File: src/verilog/sscr_pkg.sv
// Summary of operation
// - Upstream common-clock strap caught at fundamental reset, read-only at status bit 6.
// - Management slow-mode strap caught at fundamental reset, read-only at status bit 7.
// - Reference clock mode strap caught at fundamental reset, read-only at bit 8.
// - Reset-halt strap caught at fundamental reset, read-only at status bit 9.
// - Status bits 11:10 select base spec mode; only 0x1 defined, others reserved.
// - Status bits 22:20 report lock state: 0 unlocked, 2 to 5 locked port.
// - Status bits 31:28 are scratch, cleared by fundamental reset only, kept through hot reset.
// - Writing one to control bit 0 starts a fundamental reset.
// - Writing one to control bit 1 starts a hot reset.
// - Both trigger bits ignore zero writes and always read back zero.
// - Write-when-unlocked fields change only while the unlock control bit is set.
package sscr_pkg;

   // Register map, byte addresses on the bus
   localparam int unsigned SSCR_ADDR_W = 12;
   localparam logic [SSCR_ADDR_W-1:0] SSCR_STATUS_OFS  = 12'h400;
   localparam logic [SSCR_ADDR_W-1:0] SSCR_CONTROL_OFS = 12'h404;

   // Status field positions
   localparam int unsigned SSCR_STS_STRAP_LSB = 6;
   localparam int unsigned SSCR_STS_MODE_LSB  = 10;
   localparam int unsigned SSCR_STS_LOCK_LSB  = 20;
   localparam int unsigned SSCR_STS_MARK_LSB  = 28;

   // Control field positions
   localparam int unsigned SSCR_CTL_FUND_BIT   = 0;
   localparam int unsigned SSCR_CTL_HOT_BIT    = 1;
   localparam int unsigned SSCR_CTL_UNLOCK_BIT = 3;

   // Reset values
   localparam logic [1:0] SSCR_MODE_RST   = 2'h1;
   localparam logic [2:0] SSCR_LOCK_RST   = 3'h0;
   localparam logic [3:0] SSCR_MARK_RST   = 4'h0;
   localparam logic       SSCR_UNLOCK_RST = 1'b0;

   // Base spec mode codes
   localparam logic [1:0] SSCR_SPEC_REV_1_1_MODE = 2'h1;

   // Lock state codes
   localparam logic [2:0] SSCR_LOCK_UNLOCKED = 3'h0;
   localparam logic [2:0] SSCR_LOCK_PORT2    = 3'h2;
   localparam logic [2:0] SSCR_LOCK_PORT5    = 3'h5;

   // Strap capture window after reset release, covers the synchroniser depth
   localparam logic [1:0] SSCR_STRAP_CAP_CYC = 2'h3;

   // Bus responses
   localparam logic [1:0] SSCR_RESP_OKAY   = 2'h0;
   localparam logic [1:0] SSCR_RESP_SLVERR = 2'h2;

   typedef enum logic [1:0] {
      SSCR_REG_NONE,
      SSCR_REG_STATUS,
      SSCR_REG_CONTROL
   } sscr_reg_type;

endpackage : sscr_pkg

File: src/verilog/sscr_reset_sync.sv
`timescale 1ns/1ps
module sscr_reset_sync (
   input  wire logic clock,
   input  wire logic rstn,
   output logic      rst_n_sync
);
   logic stage_r;

   // Asserts at once, releases after two edges
   always_ff @(posedge clock or negedge rstn)
   begin
      if (!rstn)
      begin
         stage_r    <= 1'b0;
         rst_n_sync <= 1'b0;
      end
      else
      begin
         stage_r    <= 1'b1;
         rst_n_sync <= stage_r;
      end
   end
endmodule : sscr_reset_sync

File: src/verilog/sscr_strap_capture.sv
`timescale 1ns/1ps
module sscr_strap_capture (
   input  wire logic       clock,
   input  wire logic       rst_n,
   input  wire logic [3:0] strap_pins,
   input  wire logic       fund_reset_active,
   output logic [3:0]      strap_val
);
   import sscr_pkg::*;

   logic [3:0] sync1_r;
   logic [3:0] sync2_r;
   logic [1:0] cap_cnt_r;
   wire        capture;

   // Pins pass two flip-flops before anything reads them
   always_ff @(posedge clock or negedge rst_n)
   begin
      if (!rst_n)
      begin
         sync1_r <= 4'h0;
         sync2_r <= 4'h0;
      end
      else
      begin
         sync1_r <= strap_pins;
         sync2_r <= sync1_r;
      end
   end

   // Capture runs for a few cycles after release and during every fundamental reset
   assign capture = (cap_cnt_r != 2'h0) | fund_reset_active;

   always_ff @(posedge clock or negedge rst_n)
   begin
      if (!rst_n)
      begin
         cap_cnt_r <= SSCR_STRAP_CAP_CYC;
         strap_val <= 4'h0;
      end
      else
      begin
         if (cap_cnt_r != 2'h0)
            cap_cnt_r <= cap_cnt_r - 2'h1;
         if (capture)
            strap_val <= sync2_r;
      end
   end
endmodule : sscr_strap_capture

File: src/verilog/sscr_regs.sv
// The AXI4-Lite interface to the registers was chosen for this implementation.
`timescale 1ns/1ps
module sscr_regs (
   input  wire logic                             clock,
   input  wire logic                             rstn,
   // AXI4-Lite slave
   input  wire logic [sscr_pkg::SSCR_ADDR_W-1:0] s_axi_awaddr,
   input  wire logic [2:0]                       s_axi_awprot,
   input  wire logic                             s_axi_awvalid,
   output logic                                  s_axi_awready,
   input  wire logic [31:0]                      s_axi_wdata,
   input  wire logic [3:0]                       s_axi_wstrb,
   input  wire logic                             s_axi_wvalid,
   output logic                                  s_axi_wready,
   output logic [1:0]                            s_axi_bresp,
   output logic                                  s_axi_bvalid,
   input  wire logic                             s_axi_bready,
   input  wire logic [sscr_pkg::SSCR_ADDR_W-1:0] s_axi_araddr,
   input  wire logic [2:0]                       s_axi_arprot,
   input  wire logic                             s_axi_arvalid,
   output logic                                  s_axi_arready,
   output logic [31:0]                           s_axi_rdata,
   output logic [1:0]                            s_axi_rresp,
   output logic                                  s_axi_rvalid,
   input  wire logic                             s_axi_rready,
   // Strap pins
   input  wire logic                             upstream_common_clock_strap,
   input  wire logic                             master_mgmt_slow_strap,
   input  wire logic                             refclk_mode_strap,
   input  wire logic                             reset_halt_strap,
   // Reset sequencer and lock tracker
   input  wire logic                             fund_reset_active,
   input  wire logic [2:0]                       upstream_lock_state,
   output logic                                  fundamental_reset_trigger,
   output logic                                  hot_reset_trigger,
   output logic [1:0]                            base_spec_mode,
   output logic                                  register_write_unlock
);
   import sscr_pkg::*;

   logic                   rst_n;
   logic [3:0]             strap_val;
   logic                   aw_held_r;
   logic                   w_held_r;
   logic [SSCR_ADDR_W-1:0] awaddr_r;
   logic [31:0]            wdata_r;
   logic [3:0]             wstrb_r;
   logic [2:0]             lock_r;
   logic [3:0]             marker_r;

   // Register address decode, shared by reads and writes
   function automatic sscr_reg_type sscr_decode(input logic [SSCR_ADDR_W-1:0] addr);
      case (addr)
         SSCR_STATUS_OFS:  sscr_decode = SSCR_REG_STATUS;
         SSCR_CONTROL_OFS: sscr_decode = SSCR_REG_CONTROL;
         default:          sscr_decode = SSCR_REG_NONE;
      endcase
   endfunction : sscr_decode

   sscr_reset_sync u_reset_sync (
      .clock      (clock),
      .rstn       (rstn),
      .rst_n_sync (rst_n)
   );

   sscr_strap_capture u_strap_capture (
      .clock             (clock),
      .rst_n             (rst_n),
      .strap_pins        ({reset_halt_strap, refclk_mode_strap,
                           master_mgmt_slow_strap, upstream_common_clock_strap}),
      .fund_reset_active (fund_reset_active),
      .strap_val         (strap_val)
   );

   // Write channel handshakes; address and data may come in either order
   wire          aw_take  = s_axi_awvalid & s_axi_awready;
   wire          w_take   = s_axi_wvalid & s_axi_wready;
   wire          do_write = aw_held_r & w_held_r & ~s_axi_bvalid;
   wire          aw_nxt   = aw_held_r ? ~do_write : aw_take;
   wire          w_nxt    = w_held_r ? ~do_write : w_take;
   wire          bv_nxt   = do_write | (s_axi_bvalid & ~s_axi_bready);
   wire sscr_reg_type wr_sel = sscr_decode(awaddr_r);

   // Read channel handshake
   wire          ar_take  = s_axi_arvalid & s_axi_arready;
   wire          rv_nxt   = ar_take | (s_axi_rvalid & ~s_axi_rready);
   wire sscr_reg_type rd_sel = sscr_decode(s_axi_araddr);

   // Write enables per field
   wire          wr_status  = do_write & (wr_sel == SSCR_REG_STATUS);
   wire          wr_control = do_write & (wr_sel == SSCR_REG_CONTROL);
   wire          mode_we    = wr_status & wstrb_r[1] & register_write_unlock;
   wire          marker_we  = wr_status & wstrb_r[3];
   wire          ctl_we     = wr_control & wstrb_r[0];
   wire          fund_req   = ctl_we & wdata_r[SSCR_CTL_FUND_BIT];
   wire          hot_req    = ctl_we & wdata_r[SSCR_CTL_HOT_BIT];

   // Read views; reserved and trigger bits return zero
   wire [31:0]   status_word  = {marker_r, 5'h00, lock_r, 8'h00,
                                 base_spec_mode, strap_val, 6'h00};
   wire [31:0]   control_word = {28'h0000000, register_write_unlock, 3'h0};
   wire [31:0]   rd_word = (rd_sel == SSCR_REG_STATUS)  ? status_word :
                           (rd_sel == SSCR_REG_CONTROL) ? control_word : 32'h00000000;
   wire [1:0]    rd_resp = (rd_sel == SSCR_REG_NONE) ? SSCR_RESP_SLVERR : SSCR_RESP_OKAY;
   wire [1:0]    wr_resp = (wr_sel == SSCR_REG_NONE) ? SSCR_RESP_SLVERR : SSCR_RESP_OKAY;

   // Write address and data holding
   always_ff @(posedge clock or negedge rst_n)
   begin
      if (!rst_n)
      begin
         aw_held_r     <= 1'b0;
         w_held_r      <= 1'b0;
         s_axi_awready <= 1'b0;
         s_axi_wready  <= 1'b0;
         awaddr_r      <= '0;
         wdata_r       <= 32'h00000000;
         wstrb_r       <= 4'h0;
      end
      else
      begin
         aw_held_r     <= aw_nxt;
         w_held_r      <= w_nxt;
         s_axi_awready <= ~aw_nxt & ~bv_nxt;
         s_axi_wready  <= ~w_nxt & ~bv_nxt;
         if (aw_take)
            awaddr_r <= s_axi_awaddr;
         if (w_take)
         begin
            wdata_r <= s_axi_wdata;
            wstrb_r <= s_axi_wstrb;
         end
      end
   end

   // Write response and read answer
   always_ff @(posedge clock or negedge rst_n)
   begin
      if (!rst_n)
      begin
         s_axi_bvalid  <= 1'b0;
         s_axi_bresp   <= SSCR_RESP_OKAY;
         s_axi_arready <= 1'b0;
         s_axi_rvalid  <= 1'b0;
         s_axi_rdata   <= 32'h00000000;
         s_axi_rresp   <= SSCR_RESP_OKAY;
      end
      else
      begin
         s_axi_bvalid  <= bv_nxt;
         s_axi_arready <= ~rv_nxt;
         s_axi_rvalid  <= rv_nxt;
         if (do_write)
            s_axi_bresp <= wr_resp;
         if (ar_take)
         begin
            s_axi_rdata <= rd_word;
            s_axi_rresp <= rd_resp;
         end
      end
   end

   // Software-held fields; a fundamental reset outranks any write
   always_ff @(posedge clock or negedge rst_n)
   begin
      if (!rst_n)
      begin
         base_spec_mode        <= SSCR_MODE_RST;
         marker_r              <= SSCR_MARK_RST;
         register_write_unlock <= SSCR_UNLOCK_RST;
      end
      else if (fund_reset_active)
      begin
         base_spec_mode        <= SSCR_MODE_RST;
         marker_r              <= SSCR_MARK_RST;
         register_write_unlock <= SSCR_UNLOCK_RST;
      end
      else
      begin
         if (mode_we)
            base_spec_mode <= wdata_r[SSCR_STS_MODE_LSB +: 2];
         if (marker_we)
            marker_r <= wdata_r[SSCR_STS_MARK_LSB +: 4];
         if (ctl_we)
            register_write_unlock <= wdata_r[SSCR_CTL_UNLOCK_BIT];
      end
   end

   // Lock state sampled from the tracker, trigger pulses toward the sequencer
   always_ff @(posedge clock or negedge rst_n)
   begin
      if (!rst_n)
      begin
         lock_r                    <= SSCR_LOCK_RST;
         fundamental_reset_trigger <= 1'b0;
         hot_reset_trigger         <= 1'b0;
      end
      else
      begin
         lock_r                    <= upstream_lock_state;
         fundamental_reset_trigger <= fund_req;
         hot_reset_trigger         <= hot_req;
      end
   end
endmodule : sscr_regs

File: config.mk
export PLATFORM = sky130hd
export DESIGN_NAME = sscr_regs
export DESIGN_NICKNAME = d
export VERILOG_FILES = /design/src/verilog/sscr_pkg.sv /design/src/verilog/sscr_reset_sync.sv /design/src/verilog/sscr_strap_capture.sv /design/src/verilog/sscr_regs.sv
export SDC_FILE = /design/constraint.sdc
export NUM_CORES = 1
export LEC_CHECK = 0
export BUFFER_PORTS_ARGS = -buffer_cell sky130_fd_sc_hd__buf_2
export CAP_MARGIN = 5
export CORE_UTILIZATION = 35
export DETAILED_ROUTE_END_ITERATION = 10
export SKIP_CTS_REPAIR_TIMING = 1
export SLEW_MARGIN = 10
export SYNTH_ARGS = -nofsm -noshare
export SYNTH_HDL_FRONTEND = slang
export SYNTH_SLANG_ARGS = --single-unit
File: constraint.sdc
create_clock -name clock -period 2.5 [get_ports clock]
set_clock_uncertainty 0.15 [all_clocks]
set_input_delay 0.125 -clock clock [delete_from_list [all_inputs] [get_ports clock]]
set_output_delay 0.125 -clock clock [all_outputs]
set_load 0.05 [all_outputs]
-- Yosys cells after proc, flatten, opt, wreduce, memory -nomap -nowiden
Index checks and enable logic that the tools add are counted.
- add/sub/neg operators: 1
- equality and inequality tests: 8
- muxes and demuxes: 14
- bitwise logic cells: 28
- reductions and logical operators: 6
- operators with widths (operator ; number):
    $eq 12x11->1 const B ; 4
    $mux 32 ; 1
    $and 1x1->1 ; 17
    $mux 4 ; 3
    $mux 2 ; 4
    $not 1->1 ; 8
    $pmux 2 s2 ; 2
    $reduce_bool 2->1 ; 4
    $eq 2x1->1 const B ; 2
    $eq 2x2->1 const B ; 2
    $logic_not 2->1 ; 2
    $mux 1 ; 4
    $or 1x1->1 ; 3
    $sub 2x1->2 const B ; 1
- register bits after elaboration: 119
- input bits: 81
- output and inout bits: 46
- word-level logic and storage cells: 82

-- Logic depth before layout (Yosys ltp)
Gate-level depths: netlist of the first run.
- depth after elaboration: 8
- depth in mapped cells: 5
- depth with buffers taken out: 4

-- Modules after synthesis
A second synthesis of the first run with hierarchy kept.
- cell total of the unflattened synthesis: 232
- area, all modules: 3009.1 um2
- modules (own cells, without submodules) (module ; instances ; cells each ; area each (um2)):
    sscr_regs ; 1 ; 204 ; 2491.1
    sscr_strap_capture ; 1 ; 25 ; 464.2
    sscr_reset_sync ; 1 ; 3 ; 53.8

-- Least setup slack after synthesis of the first run
Ideal clock, no wire load.
- path type: reg-to-reg
- start: register s_axi_bvalid
- end: register fundamental_reset_trigger
- library setup time: 119 ps
- data arrival time: 1529 ps
- slack: 702 ps
- stages on the path, launching flop included: 6
- buffers on the path: 1
- period minus slack after synthesis: 1798 ps
- cell sequence: dfrtp_1 and3b_1 and4_1 buf_6 and3_4 and2_1
- longest elaborated chain between the ends: 5
- RTL lines (what ; line ; source):
    start, declared ; sscr_regs.sv:16 ; output logic s_axi_bvalid,
    start signal, assigned ; sscr_regs.sv:150 ; s_axi_bvalid <= bv_nxt;
    $not 1->1 ; sscr_regs.sv:78 ; wire do_write = aw_held_r & w_held_r & ~s_axi_bvalid;
    $and 1x1->1 ; sscr_regs.sv:78 ;
    $and 1x1->1 ; sscr_regs.sv:91 ; wire wr_control = do_write & (wr_sel == SSCR_REG_CONTROL);
    $and 1x1->1 ; sscr_regs.sv:94 ; wire ctl_we = wr_control & wstrb_r[0];
    $and 1x1->1 ; sscr_regs.sv:95 ; wire fund_req = ctl_we & wdata_r[SSCR_CTL_FUND_BIT];
    net fund_req ; sscr_regs.sv:95 ;
    end signal, assigned ; sscr_regs.sv:201 ; fundamental_reset_trigger <= fund_req;
    end, declared ; sscr_regs.sv:34 ; output logic fundamental_reset_trigger,
The timed path passes the listed nets, and every way through them passes these cells.
A chain may end at the register's enable or synchronous reset.

-- Final worst setup path of the first run
- start: register s_axi_bvalid
- end: register register_write_unlock
- longest elaborated chain between the ends: 5
- RTL lines (what ; line ; source):
    $not 1->1 ; sscr_regs.sv:78 ;
    $and 1x1->1 ; sscr_regs.sv:78 ;
    $and 1x1->1 ; sscr_regs.sv:91 ;
    $and 1x1->1 ; sscr_regs.sv:94 ;
    $reduce_bool 2->1 (no source line) ; n/a ;
    end signal, assigned ; sscr_regs.sv:185 ; register_write_unlock <= wdata_r[SSCR_CTL_UNLOCK_BIT];
    end, declared ; sscr_regs.sv:37 ; output logic register_write_unlock
No other way between the ends.

==> reports/results.tsv, run 1 <==
metric	value	unit
status	complete, no violations	
worst IR drop on VDD	0.715	mV
Root Buffer Master	clkbuf_8	
vias per cell	4.43	
global-route wire length before repair	8570	um
final worst path period need	1.78	ns
gr usage total	12.9	%
H-tree levels	3	
Crit Path Max Fanout	7	
ys flop type	dfrtp_1	
mux cell area share after synthesis	11.6	%
setup violators final	0	
fin crit share	71.1	%
post-synthesis compound-gate area fraction	5.32	%
Synth area leader	dfrtp_1	
combinational share of power	22.2	%
PD cells	878	nW/um2
Iteration-0 DRC Markers	68	
Internal	2470	uW
vias in the first global route	1839	
clock-pin slew on the worst setup and hold paths	0.08	ns
Clock power frac	29.4	%
Post-synth top cells	72 x dfrtp_1, 28 x mux2_2, 24 x nand2_1	
HPWL Detailed	3630	um
worst-margin pin slew	0.920	ns
GP Congestion	0.698	
leak pwr	0.00193	uW
Core ar.	8260	um2
share of the synthesized area in the top cell type	60.3	%
YS warnings	0	
Slew Limit Fails	0	
Die ar.	8910	um2
Synth Register Bits	75	
crit path cell chain	and3b_1 -> and4_1 -> and3_4 -> mux2i_1	
io pins	127	
unrepaired setup endpoints after global routing	no	
Initial Util	36.2	%
relative slew slack	38.7	%
FP Rows	33	
Synth async-reset ratio	100	%
DR WL/cell	11.9	um
dpl ws	0.716	ns
Max-Cap Viols	0	
synth top area cells	dfrtp_1 60%, mux2_2 11%, buf_4 5.0%	
Placement Cell Area	3390	um2
setup_tns	0	ns
final wirelength	5470	um
TritonCTS clock tree	built	
max incr delay on CP	0.42	ns
number of diodes	0	
antenna violations before repair	0	
via count	2038	
layout cell share with drive strength beyond 1	36.3	%
GRT overflow	0	
P_sw	1040	uW
critical path type	reg2reg	
clk sinks	75	
Simple-Gate Fraction of Synth Area	12.3	%
Sw Ratio	29.6	%
worst-case clock buffer depth	2	
final hold violations	0	
Synth Area in XOR/XNOR	0.293	%
PortBufs	76	
Clock Latency Late Sink	0.33	ns
critical path data arrival time	1.89	ns
TritonRoute pass-1 iters	4	
Net count, final	432	
TritonCTS buffer count	9	
ANT nets after route	0	
CP Launch Type	register	
Die Y	94.4	um
Mean Syn Cell Area	12.9	um2
Worst Hold Class	in2reg	
post-synthesis sequential area ratio	62.9	%
post-synthesis adder-cell area fraction	0.419	%
largest family of logic cells by synthesized area	simple AND/OR/NAND/NOR gates	
count leader, synth	dfrtp_1	
area grow syn2layout	34.0	%
crit end category	register	
Post-Synthesis Cell Area	2990	um2
DRC Markers	0	
Post-synth EDFFs	0	
Seq pwr share	48.4	%
Post-Syn Instances	232	
pin count of the biggest net entering global routing	74	
CP required	2.61	ns
final instance area	4000	um2
Die W	94.4	um
Synth cell types	36	
fin worst setup slack	0.723	ns
Crit-path slowest cell	and4_1	
Peak Freq	0.563	GHz
reg2reg setup slack	0.72	ns
==> logic make-up (layout without fill, tap and decap cells) <==
family / Yosys count / in the layout
AO/OA/AOI/OAI: 28 / 28
XOR/XNOR: 1 / 1
adder cells (fa/ha/maj): 1 / 1
buffers and inverters: 32 / 136
flip-flops: 75 / 75
multiplexers: 31 / 31
other: 2 / 21
AND/OR/NAND/NOR: 62 / 62
==> critical path: cells and delay by family (launching register included) <==
| kind | cells | cell delay [ns] |
|---|---|---|
| DFF | 1 | 0.40 |
| muxes | 1 | 0.17 |
| and+or+nand+nor | 3 | 0.98 |
==> state kept, by name, summed over array words and instances, names as in the netlist, 2 cells and up <==
signal                     cells
s_axi_rdata                   14
awaddr_r                      12
wdata_r                        9
marker_r                       4
u_strap_capture.strap_val      4
u_strap_capture.sync1_r        4
u_strap_capture.sync2_r        4
lock_r                         3
wstrb_r                        3
base_spec_mode                 2
u_strap_capture.cap_cnt_r      2
==> per-layer routing <==
layer,routed length (um),vias to the layer above,global-route usage [%]
met5,0,-,0
met4,92,0,4.10
met3,347,7,5.80
met2,2570,82,20.4
met1,2460,968,15.8
li1,-,981,-
==> metrics by stage <==
step                      power [uW]  hold slack [ns]  utilization (%)  std cells
after floorplan                 2300           -0.321                -        251
after CTS                       3530           -0.609             43.9        422
final                           3510           0.0549             48.5        460
after detailed placement        2470           -0.235             41.1        406
after global placement          2450           -0.240             41.1        406
after global routing            3720           0.0967             48.5        460
==> layout make-up <==
| class | instances | area (um2) |
|---|---|---|
| clock buffer | 12 | 155 |
| clock inverter | 4 | 72.6 |
| fill | 763 | 4260 |
| inverter | 5 | 18.8 |
| multi-input combinational | 144 | 972 |
| sequential | 75 | 1880 |
| tap | 105 | 131 |
| timing repair buffer | 115 | 768 |
==> layout by cell type, fill, tap and decap left out, drive strengths merged <==
cell          n
a21oi        15
a22o          3
a32o          1
and2          3
and3          1
and3b         1
and4          1
buf          77
bufinv        2
clkbuf       12
clkinv        1
clkinvlp      1
conb         21
dfrtp        72
dfstp         3
dlygate4sd3  38
ha            1
inv           5
mux2         28
mux2i         3
nand2        24
nand2b        6
nand3         1
nand4         1
nand4b        5
nor2          8
nor2b         2
nor3          2
nor3b         2
nor4          3
nor4b         1
o21a          1
o21ai         8
or2           1
xnor2         1
==> power groups by stage <==
stage	clock (uW)	combinational, uW	sequential, uW
after detailed placement	0	744	1730
final	1030	781	1700
after floorplan	0	488	1820
after global placement	0	731	1720
after CTS	1080	746	1700
after global routing	1120	852	1740
==> path summary, 6_finish.rpt <==
check                                                 from                          to  cells after the start
worst max-delay path                          s_axi_bvalid       register_write_unlock                      4
worst min-delay path                       s_axi_araddr[5]              s_axi_rresp[1]                      5
worst max register to register                s_axi_bvalid       register_write_unlock                      4
worst min register to register  u_strap_capture.sync1_r[1]  u_strap_capture.sync2_r[1]                      0
max in group asynchronous          u_reset_sync.rst_n_sync             s_axi_rdata[30]                      0
min in group asynchronous          u_reset_sync.rst_n_sync                 awaddr_r[7]                      0
Note: power is estimated with default switching activity, not from simulation.
==> inputs of run 2 (changes only) <==
==> constraint.sdc (replaced) <==
create_clock -name clock -period 1.65 [get_ports clock]
set_clock_uncertainty 0.15 [all_clocks]
set_input_delay 0.0825 -clock clock [delete_from_list [all_inputs] [get_ports clock]]
set_output_delay 0.0825 -clock clock [all_outputs]
set_load 0.05 [all_outputs]
==> run 2 against run 1 <==
  * The run now ends with setup timing left
  * Clock power up 51%
  * Cell area up 2.5%
  * Sequential share of layout area down 1.1 points
  * Combinational power up 69%
  * Register-to-register slack worse by 0.79 ns
  * Flip-flop and latch count unchanged
  * Utilization up 1.2 points
  * Critical path depth up 1
==> reports/results.tsv, run 2 (synthesized netlist as in run 1, its figures left out) <==
metric	value	unit
Die Y	94.4	um
Net count, final	442	
area grow syn2layout	37.4	%
HP Start	s_axi_araddr[5]	
layout cell share with drive strength beyond 1	38.9	%
met2 Usage GRT	20.1	%
Critical R2R Capture	register_write_unlock	
fin crit share	104	%
PD cells	1330	nW/um2
registers with the most flip-flops	s_axi_rdata (14), awaddr_r (12), wdata_r (9)	
max reg flops	14	
CP required	1.76	ns
critical path type	reg2reg	
M1 GR Usage	16.3	%
critical path data arrival time	1.83	ns
reg2reg path depth	5	
Top reg by flops	s_axi_rdata	
crit end category	register	
Die ar.	8910	um2
vias in the first global route	1882	
failing checks	setup timing	
setup violators final	1	
Max-Cap Viols	0	
GRT overflow	0	
final wirelength	5560	um
TritonRoute pass-1 iters	4	
met3 track demand over resource	3.30	%
WHS	0.0175	ns
clk sinks	75	
Hold Path Depth	5	
TritonCTS clock tree	built	
Clock Latency Late Sink	0.33	ns
placed cell count	416	
Die W	94.4	um
TritonCTS buffer count	9	
unrepaired setup endpoints after global routing	yes	
Initial Util	36.2	%
pin count of the biggest net entering global routing	74	
dpl ws	-0.0439	ns
leak pwr	0.00199	uW
gr usage total	12.9	%
antenna violations before repair	0	
io pins	127	
FP Rows	33	
worst IR drop on VDD	0.729	mV
clock-pin slew on the worst setup and hold paths	0.08	ns
ANT nets after route	0	
worst r2r src	awaddr_r[7]	
Slew Limit Fails	0	
CP Launch Type	register	
global-route wire length before repair	8640	um
Placement Cell Area	3480	um2
Core ar.	8260	um2
DR WL/cell	11.8	um
reg2reg setup slack	-0.06	ns
commonest non-fill, non-tap cells in the layout	76 x buf_2, 70 x dfrtp_1, 38 x dlygate4sd3_1	
most common cell after layout, fill and taps aside	buf_2	
GP Congestion	0.693	
final instance area	4100	um2
vias per cell	4.43	
GRT busiest layer	met2	
area of the multi-input gates	982	um2
number of diodes	0	
H-tree levels	3	
Peak Freq	0.583	GHz
Worst Hold Class	in2reg	
PortBufs	76	
fin worst setup slack	-0.0643	ns
fin cells	470	
worst-case clock buffer depth	2	
final worst path period need	1.71	ns
Iteration-0 DRC Markers	63	
hold path endpoint	s_axi_rresp[1]	
status	finished, violations left	
register cell area after layout	1890	um2
via count	2080	
fillers	749	
DRC Markers	0	
Root Buffer Master	clkbuf_8	
final core utilization	49.7	%
Crit Path Max Fanout	7	
HPWL Detailed	3770	um
final hold violations	0	
-- run 2: cell types whose count changed in the layout (fill, tap and decap cells not counted), sizes merged --
cell      before  now
buf           77   87
clkbuf        12   11
clkinvlp       1    0
clkinv         1    3
-- run 2: per-stage QoR --
stage | TNS [ns] | power [uW]
after global placement | -0.0106 | 3790
after detailed placement | -0.0439 | 3830
after floorplan | -0.0350 | 3500
final | -0.0643 | 5440
after global routing | -0.432 | 5760
after CTS | -0.0501 | 5410
-- run 2: layer usage --
| layer | routed length [um] | vias up |
|---|---|---|
| li1 | - | 1003 |
| met1 | 2430 | 988 |
| met2 | 2670 | 78 |
| met3 | 336 | 11 |
| met4 | 112 | 0 |
| met5 | 0 | - |
-- run 2: layout make-up --
cell class	instances	share of cell area [%]
Clock buffer	11	3.69
Clock inverter	5	1.83
Inverter	5	0.457
Multi-Input combinational cell	144	23.9
Sequential cell	75	45.9
Tap cell	105	3.20
Timing Repair Buffer	125	20.9
-- run 2: worst max path at each step --
stage / cells past startpoint / end / startpoint / slack (ns)
6_report: 5 / register_write_unlock / awaddr_r[7] / -0.06
3_3_place_gp: 5 / register_write_unlock / awaddr_r[0] / -0.01
5_1_grt: 5 / register_write_unlock / awaddr_r[7] / -0.12
2_1_floorplan: 5 / register_write_unlock / s_axi_bvalid / -0.04
4_1_cts: 5 / register_write_unlock / awaddr_r[0] / -0.05
3_5_place_dp: 5 / register_write_unlock / awaddr_r[0] / -0.04
-- run 2: worst max-delay path, cell delays in order, from the launching register on --
cell and delay [ns]:
dfrtp_1 0.41, nor4_4 0.32, and4_1 0.26, buf_6 0.14, and3_4 0.20, mux2i_1 0.17
-- run 2: report_power, final --
group | switching, uW | internal (uW) | leakage, uW | total (uW)
registers | 308 | 2260 | 0.000915 | 2570
logic | 688 | 630 | 0.000953 | 1320
clock network | 631 | 926 | 0.000119 | 1560
total | 1630 | 3820 | 0.00199 | 5440
